**src/verilog/frc_pkg.sv**
```systemverilog
// constants for the frequency reference combiner
package frc_pkg;
  // register word offsets (byte addresses)
  localparam logic [7:0] FRC_OFS_MOTOR_SEL   = 8'h00;
  localparam logic [7:0] FRC_OFS_AUX_RANGE   = 8'h04;
  localparam logic [7:0] FRC_OFS_COMB_MODE   = 8'h08;
  localparam logic [7:0] FRC_OFS_OFFSET_FREQ = 8'h0C;
  localparam logic [7:0] FRC_OFS_BINDING     = 8'h10;
  localparam logic [7:0] FRC_OFS_FAN_MODE    = 8'h14;
  localparam logic [7:0] FRC_OFS_DWELL       = 8'h18;
  localparam logic [7:0] FRC_OFS_DISP_A      = 8'h1C;
  localparam logic [7:0] FRC_OFS_DISP_B      = 8'h20;
  localparam logic [7:0] FRC_OFS_DISP_STOP   = 8'h24;
  localparam logic [7:0] FRC_OFS_LOAD_FACTOR = 8'h28;
  localparam logic [7:0] FRC_OFS_DECIMALS    = 8'h2C;
  localparam logic [7:0] FRC_OFS_LOAD_TYPE   = 8'h30;
  localparam logic [7:0] FRC_OFS_STATUS      = 8'h34;
  localparam logic [7:0] FRC_OFS_REF_OUT     = 8'h38;
  localparam logic [7:0] FRC_OFS_LOAD_SPEED  = 8'h3C;
  // reset values
  localparam logic [15:0] FRC_RST_DISP       = 16'h401F;
  localparam logic [15:0] FRC_RST_LOAD_FACT  = 16'h7530; // 3.0000 in 0.0001 steps
  localparam logic [7:0]  FRC_RST_DECIMALS   = 8'h15;    // 21
  localparam logic [15:0] FRC_LOAD_FACT_MIN  = 16'h0001;
  localparam logic [15:0] FRC_LOAD_FACT_MAX  = 16'hFDE8; // 6.5000
  localparam logic [7:0]  FRC_AUX_PCT_MAX    = 8'h96;    // 150 percent
  localparam logic [15:0] FRC_DWELL_MAX      = 16'h7530; // 3000.0 s in 0.1 s
  localparam logic [15:0] FRC_FAN_TEMP_LIMIT = 16'h0028; // 40 degrees
  // fields
  localparam int FRC_MODE_UNIT_LSB = 0;
  localparam int FRC_MODE_TENS_LSB = 4;
  // timing: one dwell step of 0.1 s
  localparam int FRC_CLK_HZ        = 125_000_000;
  localparam int FRC_DWELL_STEP_MS = 100;
  localparam int FRC_DWELL_STEP_CYC = FRC_CLK_HZ / 1000 * FRC_DWELL_STEP_MS;

  typedef enum logic [1:0] {
    FRC_DIR_RUN  = 2'b00,
    FRC_DIR_HOLD = 2'b01
  } frc_dir_state_t;

  // fixed frequency source codes used by the binding setting
  typedef enum logic [3:0] {
    FRC_SRC_NONE = 4'h0, FRC_SRC_DIGITAL = 4'h1, FRC_SRC_AI1 = 4'h2,
    FRC_SRC_AI2 = 4'h3, FRC_SRC_AI3 = 4'h4, FRC_SRC_PULSE = 4'h5,
    FRC_SRC_MULTI = 4'h6, FRC_SRC_SEQ = 4'h7, FRC_SRC_PID = 4'h8,
    FRC_SRC_COMM = 4'h9
  } frc_src_t;
endpackage

```
**src/verilog/frc_top.sv**
```systemverilog
// frequency reference combiner with avalon register slave
// Notes on behaviour
// - setting picks motor set; terminal overrides
// - units 0: reference is main X
// - units 1: arithmetic relation from tens digit
// - units 2: terminal picks Y else X
// - units 3: terminal picks result else X
// - units 4: terminal picks result else Y
// - tens: sum, difference, minimum, maximum
// - offset added to arithmetic result
// - aux range percent of max or X
// - analog/pulse aux full scale equals range
// - digital aux: preset ignored, updown on main
// - binding digits: keypad, terminal, comm channels
// - bound source overrides all other sources
// - mode 0: fan on running or hot
// - mode 1: fan always on
// - reversal holds zero for dwell time
// - load speed from output or set frequency
// - decimals setting fixes display decimal places
// - load type read only, 1 or 2
// - display selections 16-bit, default 401F
// - analog, pulse full scale is maximum
`timescale 1ns/1ps
`default_nettype none
module frc_top
  import frc_pkg::*;
#(
  parameter int          FW              = 16,
  parameter int          DWELL_STEP_CYC  = FRC_DWELL_STEP_CYC,
  parameter logic [1:0]  LOAD_TYPE       = 2'h1
) (
  input  wire logic          clk,
  input  wire logic          rstn,
  input  wire logic [7:0]    avs_address,
  input  wire logic          avs_read,
  input  wire logic          avs_write,
  input  wire logic [31:0]   avs_writedata,
  input  wire logic [3:0]    avs_byteenable,
  output logic      [31:0]   avs_readdata,
  output logic               avs_waitrequest,
  input  wire logic [FW-1:0] max_freq,
  input  wire logic [FW-1:0] main_freq_x,
  input  wire logic [FW-1:0] aux_raw_y,
  input  wire logic          aux_is_digital,
  input  wire logic [FW-1:0] updown_adjust,
  input  wire logic [FW-1:0] source_freq_0,
  input  wire logic [FW-1:0] source_freq_1,
  input  wire logic [FW-1:0] source_freq_2,
  input  wire logic [FW-1:0] source_freq_3,
  input  wire logic [FW-1:0] source_freq_4,
  input  wire logic [FW-1:0] source_freq_5,
  input  wire logic [FW-1:0] source_freq_6,
  input  wire logic [FW-1:0] source_freq_7,
  input  wire logic [FW-1:0] source_freq_8,
  input  wire logic [1:0]    cmd_channel,
  input  wire logic          switch_term_pin,
  input  wire logic          motor_term_valid_pin,
  input  wire logic          motor_term_sel_pin,
  input  wire logic          run_pin,
  input  wire logic          reverse_pin,
  input  wire logic [15:0]   heatsink_temp,
  input  wire logic [FW-1:0] output_freq,
  output logic      [FW-1:0] freq_reference,
  output logic               motor_set_two,
  output logic               fan_on,
  output logic               zero_hold,
  output logic               dir_reverse,
  output logic      [FW-1:0] load_speed,
  output logic      [1:0]    load_speed_places,
  output logic      [1:0]    monitor_places
);
  // settings
  logic          motor_set_select_r;
  logic          aux_range_reference_select_r;
  logic [7:0]    aux_range_percent_r;
  logic [7:0]    source_combination_mode_r;
  logic [FW-1:0] combination_offset_freq_r;
  logic [11:0]   command_source_binding_r;
  logic          fan_control_mode_r;
  logic [15:0]   reversal_dwell_time_r;
  logic [15:0]   run_display_select_a_r;
  logic [15:0]   run_display_select_b_r;
  logic [15:0]   stop_display_select_r;
  logic [15:0]   load_speed_factor_r;
  logic [7:0]    load_speed_decimals_r;

  // pin synchronisers, stage one feeds stage two only
  logic [4:0] pin_s1_r;
  logic [4:0] pin_s2_r;
  always_ff @(posedge clk) begin
    if (!rstn) begin
      pin_s1_r <= '0;
      pin_s2_r <= '0;
    end else begin
      pin_s1_r <= {switch_term_pin, motor_term_valid_pin, motor_term_sel_pin,
                   run_pin, reverse_pin};
      pin_s2_r <= pin_s1_r;
    end
  end
  logic switch_term;
  logic term_valid;
  logic term_sel;
  logic running;
  logic rev_req;
  assign {switch_term, term_valid, term_sel, running, rev_req} = pin_s2_r;

  // byte-lane merge shared by all writable registers
  function automatic logic [31:0] merge(input logic [31:0] old, input logic [31:0] wd,
                                        input logic [3:0] be);
    logic [31:0] r;
    r = old;
    for (int i = 0; i < 4; i++) begin
      if (be[i]) r[i*8 +: 8] = wd[i*8 +: 8];
    end
    return r;
  endfunction

  function automatic logic [FW-1:0] clampsub(input logic [FW-1:0] a, input logic [FW-1:0] b);
    return (a > b) ? a - b : '0;
  endfunction

  // writes land at once; a read waits one cycle so registered data stand when it is taken
  logic        rd_wait_r;
  logic [31:0] cur;
  logic [31:0] nw;
  always_ff @(posedge clk) begin
    if (!rstn) rd_wait_r <= 1'b0;
    else rd_wait_r <= avs_read && !rd_wait_r;
  end
  assign avs_waitrequest = avs_read && !rd_wait_r;

  // current value of the addressed writable register, for lane merging
  always_comb begin
    case (avs_address)
      FRC_OFS_MOTOR_SEL:   cur = {31'h0, motor_set_select_r};
      FRC_OFS_AUX_RANGE:   cur = {23'h0, aux_range_reference_select_r, aux_range_percent_r};
      FRC_OFS_COMB_MODE:   cur = {24'h0, source_combination_mode_r};
      FRC_OFS_OFFSET_FREQ: cur = 32'(combination_offset_freq_r);
      FRC_OFS_BINDING:     cur = {20'h0, command_source_binding_r};
      FRC_OFS_FAN_MODE:    cur = {31'h0, fan_control_mode_r};
      FRC_OFS_DWELL:       cur = {16'h0, reversal_dwell_time_r};
      FRC_OFS_DISP_A:      cur = {16'h0, run_display_select_a_r};
      FRC_OFS_DISP_B:      cur = {16'h0, run_display_select_b_r};
      FRC_OFS_DISP_STOP:   cur = {16'h0, stop_display_select_r};
      FRC_OFS_LOAD_FACTOR: cur = {16'h0, load_speed_factor_r};
      FRC_OFS_DECIMALS:    cur = {24'h0, load_speed_decimals_r};
      default:             cur = 32'h0;
    endcase
    nw = merge(cur, avs_writedata, avs_byteenable);
  end

  // register writes; out-of-range values are refused and the old value kept
  always_ff @(posedge clk) begin
    if (!rstn) begin
      motor_set_select_r           <= 1'b0;
      aux_range_reference_select_r <= 1'b0;
      aux_range_percent_r          <= 8'h00;
      source_combination_mode_r    <= 8'h00;
      combination_offset_freq_r    <= '0;
      command_source_binding_r     <= 12'h000;
      fan_control_mode_r           <= 1'b0;
      reversal_dwell_time_r        <= 16'h0000;
      run_display_select_a_r       <= FRC_RST_DISP;
      run_display_select_b_r       <= FRC_RST_DISP;
      stop_display_select_r        <= FRC_RST_DISP;
      load_speed_factor_r          <= FRC_RST_LOAD_FACT;
      load_speed_decimals_r        <= FRC_RST_DECIMALS;
    end else if (avs_write) begin
      case (avs_address)
        FRC_OFS_MOTOR_SEL:   motor_set_select_r <= nw[0];
        FRC_OFS_AUX_RANGE: begin
          aux_range_reference_select_r <= nw[8];
          if (nw[7:0] <= FRC_AUX_PCT_MAX) aux_range_percent_r <= nw[7:0];
        end
        FRC_OFS_COMB_MODE: begin
          if (nw[3:0] <= 4'h4 && nw[7:4] <= 4'h3) source_combination_mode_r <= nw[7:0];
        end
        FRC_OFS_OFFSET_FREQ: combination_offset_freq_r <= nw[FW-1:0];
        FRC_OFS_BINDING: begin
          if (nw[3:0] <= 4'h9 && nw[7:4] <= 4'h9 && nw[11:8] <= 4'h9)
            command_source_binding_r <= nw[11:0];
        end
        FRC_OFS_FAN_MODE:    fan_control_mode_r <= nw[0];
        FRC_OFS_DWELL: begin
          if (nw[15:0] <= FRC_DWELL_MAX) reversal_dwell_time_r <= nw[15:0];
        end
        FRC_OFS_DISP_A:      run_display_select_a_r <= nw[15:0];
        FRC_OFS_DISP_B:      run_display_select_b_r <= nw[15:0];
        FRC_OFS_DISP_STOP:   stop_display_select_r  <= nw[15:0];
        FRC_OFS_LOAD_FACTOR: begin
          if (nw[15:0] >= FRC_LOAD_FACT_MIN && nw[15:0] <= FRC_LOAD_FACT_MAX)
            load_speed_factor_r <= nw[15:0];
        end
        FRC_OFS_DECIMALS: begin
          if (nw[3:0] <= 4'h3 && nw[7:4] <= 4'h2) load_speed_decimals_r <= nw[7:0];
        end
        default: ;
      endcase
    end
  end

  // motor parameter set: terminal wins when it is asserted valid
  always_ff @(posedge clk) begin
    if (!rstn) begin
      motor_set_two <= 1'b0;
    end else begin
      motor_set_two <= term_valid ? term_sel : motor_set_select_r;
    end
  end

  // auxiliary scaling: full-scale input maps to range percent of the base
  logic [FW-1:0] aux_base;
  logic [FW-1:0] aux_range;
  logic [FW-1:0] aux_scaled;
  logic [FW-1:0] aux_y;
  assign aux_base = aux_range_reference_select_r ? main_freq_x : max_freq;
  frc_scale #(.AW(FW), .BW(8), .DIV(100)) u_range (
    .clk  (clk),
    .rstn (rstn),
    .a    (aux_base),
    .b    (aux_range_percent_r),
    .q_r  (aux_range)
  );
  // raw aux is a full-scale fraction in max_freq units; rescale to range
  always_comb begin
    logic [2*FW-1:0] p;
    p = aux_raw_y * aux_range;
    if (max_freq == '0) begin
      aux_scaled = '0;
    end else begin
      aux_scaled = FW'(p / (2*FW)'(max_freq));
    end
  end
  // digital aux ignores preset: only the up/down adjustment is added
  assign aux_y = aux_is_digital ? updown_adjust : aux_scaled;

  // arithmetic relation from the tens digit; main x is already max-scaled
  logic [3:0]    unit_d;
  logic [3:0]    tens_d;
  logic [FW:0]   arith_sum;
  logic [FW-1:0] arith;
  logic [FW-1:0] arith_off;
  logic [FW:0]   off_sum;
  assign unit_d = source_combination_mode_r[FRC_MODE_UNIT_LSB +: 4];
  assign tens_d = source_combination_mode_r[FRC_MODE_TENS_LSB +: 4];
  always_comb begin
    arith_sum = {1'b0, main_freq_x} + {1'b0, aux_y};
    case (tens_d)
      4'h0: arith = arith_sum[FW] ? '1 : arith_sum[FW-1:0];
      4'h1: arith = clampsub(main_freq_x, aux_y);
      4'h2: arith = (main_freq_x < aux_y) ? main_freq_x : aux_y;
      4'h3: arith = (main_freq_x > aux_y) ? main_freq_x : aux_y;
      default: arith = main_freq_x;
    endcase
    off_sum   = {1'b0, arith} + {1'b0, combination_offset_freq_r};
    arith_off = off_sum[FW] ? '1 : off_sum[FW-1:0];
  end

  // combination select by the units digit
  logic [FW-1:0] combined;
  always_comb begin
    case (unit_d)
      4'h0: combined = main_freq_x;
      4'h1: combined = arith_off;
      4'h2: combined = switch_term ? aux_y : main_freq_x;
      4'h3: combined = switch_term ? arith_off : main_freq_x;
      4'h4: combined = switch_term ? arith_off : aux_y;
      default: combined = main_freq_x;
    endcase
  end

  // command channel binding: 0 keypad, 1 terminal, 2 communication
  logic [3:0]    bind_code;
  logic [FW-1:0] bound_freq;
  logic [FW-1:0] set_freq;
  always_comb begin
    case (cmd_channel)
      2'd0:    bind_code = command_source_binding_r[3:0];
      2'd1:    bind_code = command_source_binding_r[7:4];
      2'd2:    bind_code = command_source_binding_r[11:8];
      default: bind_code = 4'h0;
    endcase
    case (frc_src_t'(bind_code))
      FRC_SRC_DIGITAL: bound_freq = source_freq_0;
      FRC_SRC_AI1:     bound_freq = source_freq_1;
      FRC_SRC_AI2:     bound_freq = source_freq_2;
      FRC_SRC_AI3:     bound_freq = source_freq_3;
      FRC_SRC_PULSE:   bound_freq = source_freq_4;
      FRC_SRC_MULTI:   bound_freq = source_freq_5;
      FRC_SRC_SEQ:     bound_freq = source_freq_6;
      FRC_SRC_PID:     bound_freq = source_freq_7;
      FRC_SRC_COMM:    bound_freq = source_freq_8;
      default:         bound_freq = '0;
    endcase
    // a bound source shuts out every other source while its channel rules
    set_freq = (bind_code != 4'h0) ? bound_freq : combined;
  end

  // reversal dwell: zero output for dwell steps of 0.1 s each
  frc_dir_state_t dir_st_r;
  logic [31:0]    step_cnt_r;
  logic [15:0]    dwell_cnt_r;
  always_ff @(posedge clk) begin
    if (!rstn) begin
      dir_st_r    <= FRC_DIR_RUN;
      dir_reverse <= 1'b0;
      step_cnt_r  <= '0;
      dwell_cnt_r <= '0;
    end else begin
      case (dir_st_r)
        FRC_DIR_RUN: begin
          if (rev_req != dir_reverse) begin
            if (reversal_dwell_time_r == 16'h0000) begin
              dir_reverse <= rev_req;
            end else begin
              dir_st_r    <= FRC_DIR_HOLD;
              dwell_cnt_r <= reversal_dwell_time_r;
              step_cnt_r  <= '0;
            end
          end
        end
        FRC_DIR_HOLD: begin
          if (step_cnt_r == 32'(DWELL_STEP_CYC - 1)) begin
            step_cnt_r <= '0;
            if (dwell_cnt_r == 16'h0001) begin
              dir_st_r    <= FRC_DIR_RUN;
              dir_reverse <= rev_req;
            end
            dwell_cnt_r <= dwell_cnt_r - 16'h0001;
          end else begin
            step_cnt_r <= step_cnt_r + 32'h1;
          end
        end
        default: dir_st_r <= FRC_DIR_RUN;
      endcase
    end
  end
  assign zero_hold = (dir_st_r == FRC_DIR_HOLD);

  // reference output register, forced to zero during the dwell
  always_ff @(posedge clk) begin
    if (!rstn) begin
      freq_reference <= '0;
    end else begin
      freq_reference <= zero_hold ? '0 : set_freq;
    end
  end

  // fan control
  always_ff @(posedge clk) begin
    if (!rstn) begin
      fan_on <= 1'b0;
    end else if (fan_control_mode_r) begin
      fan_on <= 1'b1;
    end else begin
      fan_on <= running || (heatsink_temp > FRC_FAN_TEMP_LIMIT);
    end
  end

  // load speed: output frequency while running, set frequency when stopped
  logic [FW-1:0] speed_src;
  assign speed_src = running ? output_freq : freq_reference;
  frc_scale #(.AW(FW), .BW(16), .DIV(10000)) u_speed (
    .clk  (clk),
    .rstn (rstn),
    .a    (speed_src),
    .b    (load_speed_factor_r),
    .q_r  (load_speed)
  );
  always_ff @(posedge clk) begin
    if (!rstn) begin
      load_speed_places <= 2'h0;
      monitor_places    <= 2'h0;
    end else begin
      load_speed_places <= load_speed_decimals_r[1:0];
      monitor_places    <= load_speed_decimals_r[5:4];
    end
  end

  // read data; load type is read only, writes to it are dropped
  always_ff @(posedge clk) begin
    if (!rstn) begin
      avs_readdata <= 32'h0;
    end else if (avs_read) begin
      case (avs_address)
        FRC_OFS_LOAD_TYPE:  avs_readdata <= {30'h0, LOAD_TYPE};
        FRC_OFS_STATUS:     avs_readdata <= {27'h0, dir_reverse, zero_hold, fan_on,
                                             switch_term, motor_set_two};
        FRC_OFS_REF_OUT:    avs_readdata <= 32'(freq_reference);
        FRC_OFS_LOAD_SPEED: avs_readdata <= 32'(load_speed);
        default:            avs_readdata <= cur;
      endcase
    end
  end
endmodule
`default_nettype wire

```
**src/verilog/frc_scale.sv**
```systemverilog
// registered fractional scaler: out = a * b / div
`timescale 1ns/1ps
`default_nettype none
module frc_scale #(
  parameter int AW = 16,
  parameter int BW = 16,
  parameter int DIV = 100
) (
  input  wire logic          clk,
  input  wire logic          rstn,
  input  wire logic [AW-1:0] a,
  input  wire logic [BW-1:0] b,
  output logic      [AW-1:0] q_r
);
  logic [AW+BW-1:0] prod;
  logic [AW+BW-1:0] quo;
  // quotient saturates so large factors never wrap the result
  always_comb begin
    prod = a * b;
    quo  = prod / (AW+BW)'(DIV);
  end
  always_ff @(posedge clk) begin
    if (!rstn) begin
      q_r <= '0;
    end else if (|quo[AW+BW-1:AW]) begin
      q_r <= '1;
    end else begin
      q_r <= quo[AW-1:0];
    end
  end
endmodule
`default_nettype wire

```
**config.mk**
```make
export PLATFORM = sky130hd
export DESIGN_NAME = frc_top
export DESIGN_NICKNAME = d
export VERILOG_FILES = /design/src/verilog/frc_pkg.sv /design/src/verilog/frc_top.sv /design/src/verilog/frc_scale.sv
export SDC_FILE = /design/constraint.sdc
export NUM_CORES = 2
export LEC_CHECK = 0
export ABC_AREA = 1
export BUFFER_PORTS_ARGS = -buffer_cell sky130_fd_sc_hd__buf_2
export CAP_MARGIN = 5
export CORE_AREA = 2 2 342 344
export DETAILED_ROUTE_END_ITERATION = 10
export DIE_AREA = 0 0 344 346
export MAX_ROUTING_LAYER = met4
export PLACE_DENSITY = 0.88
export SYNTH_ARGS = -nofsm -noshare
export SYNTH_HDL_FRONTEND = slang
export SYNTH_SLANG_ARGS = --single-unit
```
**constraint.sdc**
```tcl
create_clock -name clk -period 224.6 [get_ports clk]
set_input_delay 22.46 -clock clk [delete_from_list [all_inputs] [get_ports clk]]
set_output_delay 22.46 -clock clk [all_outputs]
set_load 0.1 [all_outputs]
```
* Word-level counts from Yosys, hierarchy flattened
Index checks and enable logic that the tools add are counted.
Word-level totals: RAM bits 0, memories kept 0, register bits 283, bits in read-only memories 0, latch bits 0, output and inout bits 73, input port bits 296, logic and storage cells 175
Operators by class: bitwise operators 1, reduce and logical (&&, ||, !) cells 36, eq/ne operators 42, multipliers 3, shift-type cells 0, multiplexer cells 43, add/subtract/negate cells 5, divide/modulo/power cells 3, order comparisons 14
Operators with widths (number):
- 16-bit two-way mux | 18
- 16-bit one-hot mux with 12 select lines | 1
- 16-bit one-hot mux with 9 select lines | 1
- 16-bit one-hot mux with 4 select lines | 2
- 32-bit one-hot mux with 4 select lines | 1
- 32-bit two-way mux | 3
- 8-bit by 6-bit == test with 1-bit output (second input constant) | 8
- 16-bit by 16-bit multiplier with 32-bit output | 2
- 32-bit one-hot mux with 2 select lines | 1
- 16-bit by 16-bit adder with 17-bit output | 2
- 32-bit by 1-bit adder with 32-bit output (second input constant) | 1
- 32-bit by 14-bit divider with 32-bit output (second input constant) | 1
- 32-bit by 16-bit divider with 32-bit output | 1
- 32-bit by 24-bit == test with 1-bit output (second input constant) | 1
- 8-bit by 5-bit == test with 1-bit output (second input constant) | 4
- 16-bit zero test | 2
- 16-bit one-hot mux with 2 select lines | 1
- 24-bit by 7-bit divider with 24-bit output (second input constant) | 1
- 4-bit by 2-bit == test with 1-bit output (second input constant) | 6
- 16-bit by 8-bit multiplier with 24-bit output | 1
- 3-bit AND reduction | 7
- 4-bit by 3-bit == test with 1-bit output (second input constant) | 5
- 16-bit by 1-bit == test with 1-bit output (second input constant) | 1
- 8-bit by 4-bit == test with 1-bit output (second input constant) | 2
- other kinds (41) | 74

* Logic depth before layout (Yosys ltp)
depth in word-level cells 12, depth in mapped cells 750, gate-level depth less buffers 702

* Modules after synthesis
A second synthesis with hierarchy kept.
Unflattened totals: cells, all modules 11449, area, all modules 73862.1 um^2
Modules (own cells, without submodules):
- frc_top | instances 1, sequential area each 4684.5 um^2, area each 48265.0 um^2, cells an instance 7436
- frc_scale at u_speed | instances 1, sequential area each 320.3 um^2, area each 17912.2 um^2, cells an instance 2779
- frc_scale at u_range | instances 1, sequential area each 320.3 um^2, area each 7684.9 um^2, cells an instance 1234

* Least setup slack after synthesis
Ideal clock, no wire load.
path type input to register, from in aux_raw_y[6], to reg freq_reference[4], data required time 224.471 ns, path buffers 50, library setup time 0.129 ns, slack 103.400 ns, cell stages on the path 725, arrival 121.071 ns, cells stage by stage clkbuf_1 > clkbuf_1 > nand2_1 > fa_1 > inv_1 > fa_1 > fa_1 > fa_1 > fa_1 > inv_1 > fa_1 > inv_1 > ha_1 > nand2_1 > inv_1 > a21oi_1 > o21ai_0 > a221oi_1 > [689 not listed] > a21oi_1 > nor2_1 > nor2_1 > o21ai_0 > a21oi_1 > o21bai_1 > nand2_1 > nand2_1 > a21oi_1 > inv_1 > a21oi_1 > inv_1 > nor2_1 > nor2_1 > o21ai_0 > o31ai_1 > o31ai_1 > a31oi_1
Between the ends: longest elaborated chain between the ends 12, elaborated cells between the ends (all ways) 20, classes of those cells 3 x add/sub; 1 x mul; 1 x div; 2 x order compare; 13 x mux
RTL lines:
- start: declaration | line frc_top.sv:44 | input wire logic [FW-1:0] aux_raw_y,
- 16-bit by 16-bit multiplier with 32-bit output * | line frc_top.sv:228 | p = aux_raw_y * aux_range;
- 32-bit by 16-bit divider with 32-bit output * | line frc_top.sv:232 | aux_scaled = FW'(p / (2*FW)'(max_freq));
- 16-bit two-way mux * | line frc_top.sv:229 | if (max_freq == '0) begin
- 16-bit two-way mux * | line frc_top.sv:236 | assign aux_y = aux_is_digital ? updown_adjust : aux_scaled;
- 16-bit subtractor, or another cell as far along | line frc_top.sv:120 | return (a > b) ? a - b : '0;
- 16-bit two-way mux (on tied branches)
- 16-bit one-hot mux with 4 select lines | line frc_top.sv:249 | case (tens_d)
- 16-bit by 16-bit adder with 17-bit output | line frc_top.sv:256 | off_sum = {1'b0, arith} + {1'b0, combination_offset_freq_r};
- 16-bit two-way mux | line frc_top.sv:257 | arith_off = off_sum[FW] ? '1 : off_sum[FW-1:0];
- 16-bit two-way mux (on tied branches) | line frc_top.sv:268, frc_top.sv:267
- 16-bit one-hot mux with 4 select lines * | line frc_top.sv:263 | case (unit_d)
- 16-bit two-way mux * | line frc_top.sv:297 | set_freq = (bind_code != 4'h0) ? bound_freq : combined;
- end signal: assignment | line frc_top.sv:346 | freq_reference <= zero_hold ? '0 : set_freq;
- end: declaration | line frc_top.sv:64 | output logic [FW-1:0] freq_reference,
Mark *: on every way between the ends. The rest lies on a longest branch, timed or not. A chain may end at the register's enable or synchronous reset.

* Worst setup path after layout
from in aux_raw_y[7], to reg freq_reference[4]
Same word-level chain as after synthesis.

==> results.sh <==
export IMPL_grt_overflow_total=0
export IMPL_avgSynthCellArea_um2=6.33
export IMPL_drive_gt1_share_pct=9.25
export IMPL_die_h_um=346
export IMPL_first_global_vias=68900
export IMPL_die_area_um2=119000
export IMPL_avgRoutedWirePerCell_um=17.0
export IMPL_wl_um=214000
export IMPL_most_common_layout_cells="nand2_1, inv_1, o21ai_0, nor2_1, ha_1"
export IMPL_drt_iter0_drc=6360
export IMPL_ys_types=89
export IMPL_min_path_type="register to register"
export IMPL_path_class="input pin to register"
export IMPL_fmax_mhz=7.07
export IMPL_arrival_ns=141.84
export IMPL_status="finished clean"
export IMPL_row_count=125
export IMPL_layout_commonest_cell="nand2_1"
export IMPL_grt_total_usage_pct=36.2
export IMPL_num_fill_cells=10600
export IMPL_area_growth_synth_to_final_pct=5.39
export IMPL_gp_congestion=1.02
export IMPL_netlist_top_cells_area="nand2_1, fa_1, ha_1, inv_1, dfxtp_1"
export IMPL_critical_path_most_common_cell="nand2_1"
export IMPL_finalNetCount=12500
export IMPL_htree_levels=1
export IMPL_finalCritPeriodShare_pct=63.0
export IMPL_drt_pass1_iter_count=9
export IMPL_yosys_warnings=0
export IMPL_clock_skew_ns=0.0306
export IMPL_synth_edf_count=0
export IMPL_period_needed_ns=141.40
export IMPL_cts_resized=0
export IMPL_num_vias=71800
export IMPL_hpwl_um=175000
export IMPL_relSlewSlack_pct=14.9
export IMPL_finalSetupViolations=0
export IMPL_required_ns=225.04
export IMPL_yosys_area_top_type="nand2_1"
export IMPL_cp_top_family="compound AO/OA/AOI/OAI gates"
export IMPL_start_util_pct=59.6
export IMPL_hold_buffers=0
export IMPL_yosysTopAreaCellShare_pct=15.0
export IMPL_cts_root_buf="clkbuf_16"
export IMPL_antenna_found_initial=19
export IMPL_core_um2=115000
export IMPL_ys_flop_type="dfxtp_1"
export IMPL_die_w_um=344
export IMPL_via_per_inst=5.72
export IMPL_critPathMaxFanout=33
export IMPL_synthCells=10900
export IMPL_end_kind="register"
export IMPL_post_route_drc_count=0
export IMPL_grt_max_degree=87
export IMPL_grt_first_pass_wirelength_um=345000
export IMPL_cts_tree="built"
export IMPL_ioPinCount=369
export IMPL_ant_nets=0
export IMPL_syn_area_um2=68800
export IMPL_clock_path_buffers=3
export IMPL_cts_buffers=29
export IMPL_io_buffers=334
export IMPL_clock_sinks=266
export IMPL_hold_viol=0
export IMPL_post_route_util_pct=62.8
export IMPL_startpoint_type="input pin"
export IMPL_slew_viol_final=0
export IMPL_clk_latency_ns=0.61
export IMPL_setup_tns_ns=0
export IMPL_path_buf_inv=126
export IMPL_critPathSlowestCell="a21oi_1"
export IMPL_clkTransAtPathRegs_ns=0.06
export IMPL_postSynth_asyncResetShare_pct=0
export IMPL_synth_seq_cells=266
export IMPL_cp_slowest_stage_delay_ns=0.89
export IMPL_yosysSeqAreaShare_pct=7.74
export IMPL_postCtsSetupBuffers=0
export IMPL_rsz0062_at_grt="false"
export IMPL_cap_violations=0
export IMPL_worst_pin_slew_ns=1.26
[cell families (layout without fill, tap and decap cells)]
logic type / after synthesis / in the layout / synth area share [%]
other: 1 / 34 / 0.00545
AND/OR/NAND/NOR: 4837 / 4837 / 31.7
adder cells (fa/ha/maj): 1172 / 1172 / 26.5
buffers and inverters: 2329 / 2464 / 13.1
multiplexers: 2 / 2 / 0.0309
XOR/XNOR: 470 / 470 / 6.03
flip-flops: 266 / 266 / 7.74
AO/OA/AOI/OAI: 1792 / 1792 / 14.9
[sequential cells by signal, summed over array words and instances (netlist names), 2 cells and up]
register,flops
step_cnt_r,32
avs_readdata,16
combination_offset_freq_r,16
dwell_cnt_r,16
freq_reference,16
load_speed_factor_r,16
reversal_dwell_time_r,16
run_display_select_a_r,16
run_display_select_b_r,16
stop_display_select_r,16
u_range.q_r,16
u_speed.q_r,16
command_source_binding_r,12
aux_range_percent_r,8
load_speed_decimals_r,8
source_combination_mode_r,8
pin_s1_r,5
pin_s2_r,5
load_speed_places,2
monitor_places,2
[final timing paths]
path	slack, ns	startpoint	depth (start not counted)	end
hold / removal	0.41	pin_s1_r[0]	2	pin_s2_r[0]
setup / recovery	83.20	aux_raw_y[7]	680	freq_reference[4]
hold reg to reg	0.41	pin_s1_r[0]	2	pin_s2_r[0]
setup reg to reg	104.47	u_range.q_r[11]	679	freq_reference[4]
[metrics by stage]
| stage | setup WS, ns | cells | hold slack [ns] | area (µm²) |
|---|---|---|---|---|
| floorplan | 103.40 | 10900 | 0.390 | 68800 |
| global placement | 89.16 | 12500 | 0.392 | 71500 |
| detailed placement | 84.90 | 12500 | 0.395 | 71500 |
| CTS | 85.12 | 12500 | 0.410 | 72400 |
| global route | 70.35 | 12600 | 0.436 | 72500 |
| finish | 83.20 | 12600 | 0.410 | 72500 |
[routing by layer]
metal / up-vias / part of all wire [%] / routed length (µm) / track usage, %
met5: - / 0 / 0 / -
li1: 34900 / - / - / -
met4: 0 / 4.9 / 10600 / 15.9
met2: 2842 / 46 / 98000 / 58.3
met3: 564 / 9.0 / 19300 / 5.62
met1: 33600 / 40 / 86000 / 44.7
[cell type report]
class	instances	area [µm²]	share of cell area, %
multi-input combinational	8289	54500	75.2
clock inverter	14	178	0.245
antenna	18	45.0	0.0621
tap	1524	1910	2.63
sequential	266	5330	7.35
inverter	2015	7600	10.5
timing repair buffer	397	2150	2.96
clock buffer	38	790	1.09
[tightest hold or removal path, delay by kind of cell, from the launching register on]
family,cells,cell delay [ns]
buffers and inverters,1,0.04
DFF,1,0.30
and+or+nand+nor,1,0.04
[Yosys cell counts, types with 28 or more instances]
master	number
or2_2	63
nor2_2	47
nand4_1	169
o21ai_1	51
a211oi_1	38
a31oi_1	30
o21ai_0	726
nand3_1	574
nand2_2	187
o211ai_1	73
nor2_1	707
fa_1	475
clkinv_1	31
dfxtp_1	266
nand2_4	92
nor3_1	80
nor4_1	30
xnor2_1	168
xor2_1	298
nand3_2	34
a21o_1	58
nand2_1	2752
a221oi_1	31
inv_1	1927
o22ai_1	28
o21bai_1	48
clkbuf_1	253
inv_2	46
ha_1	697
a21oi_1	575
Power is not shown: default switching activity piles up to over one toggle a cycle in this logic, so the estimate is an artifact.
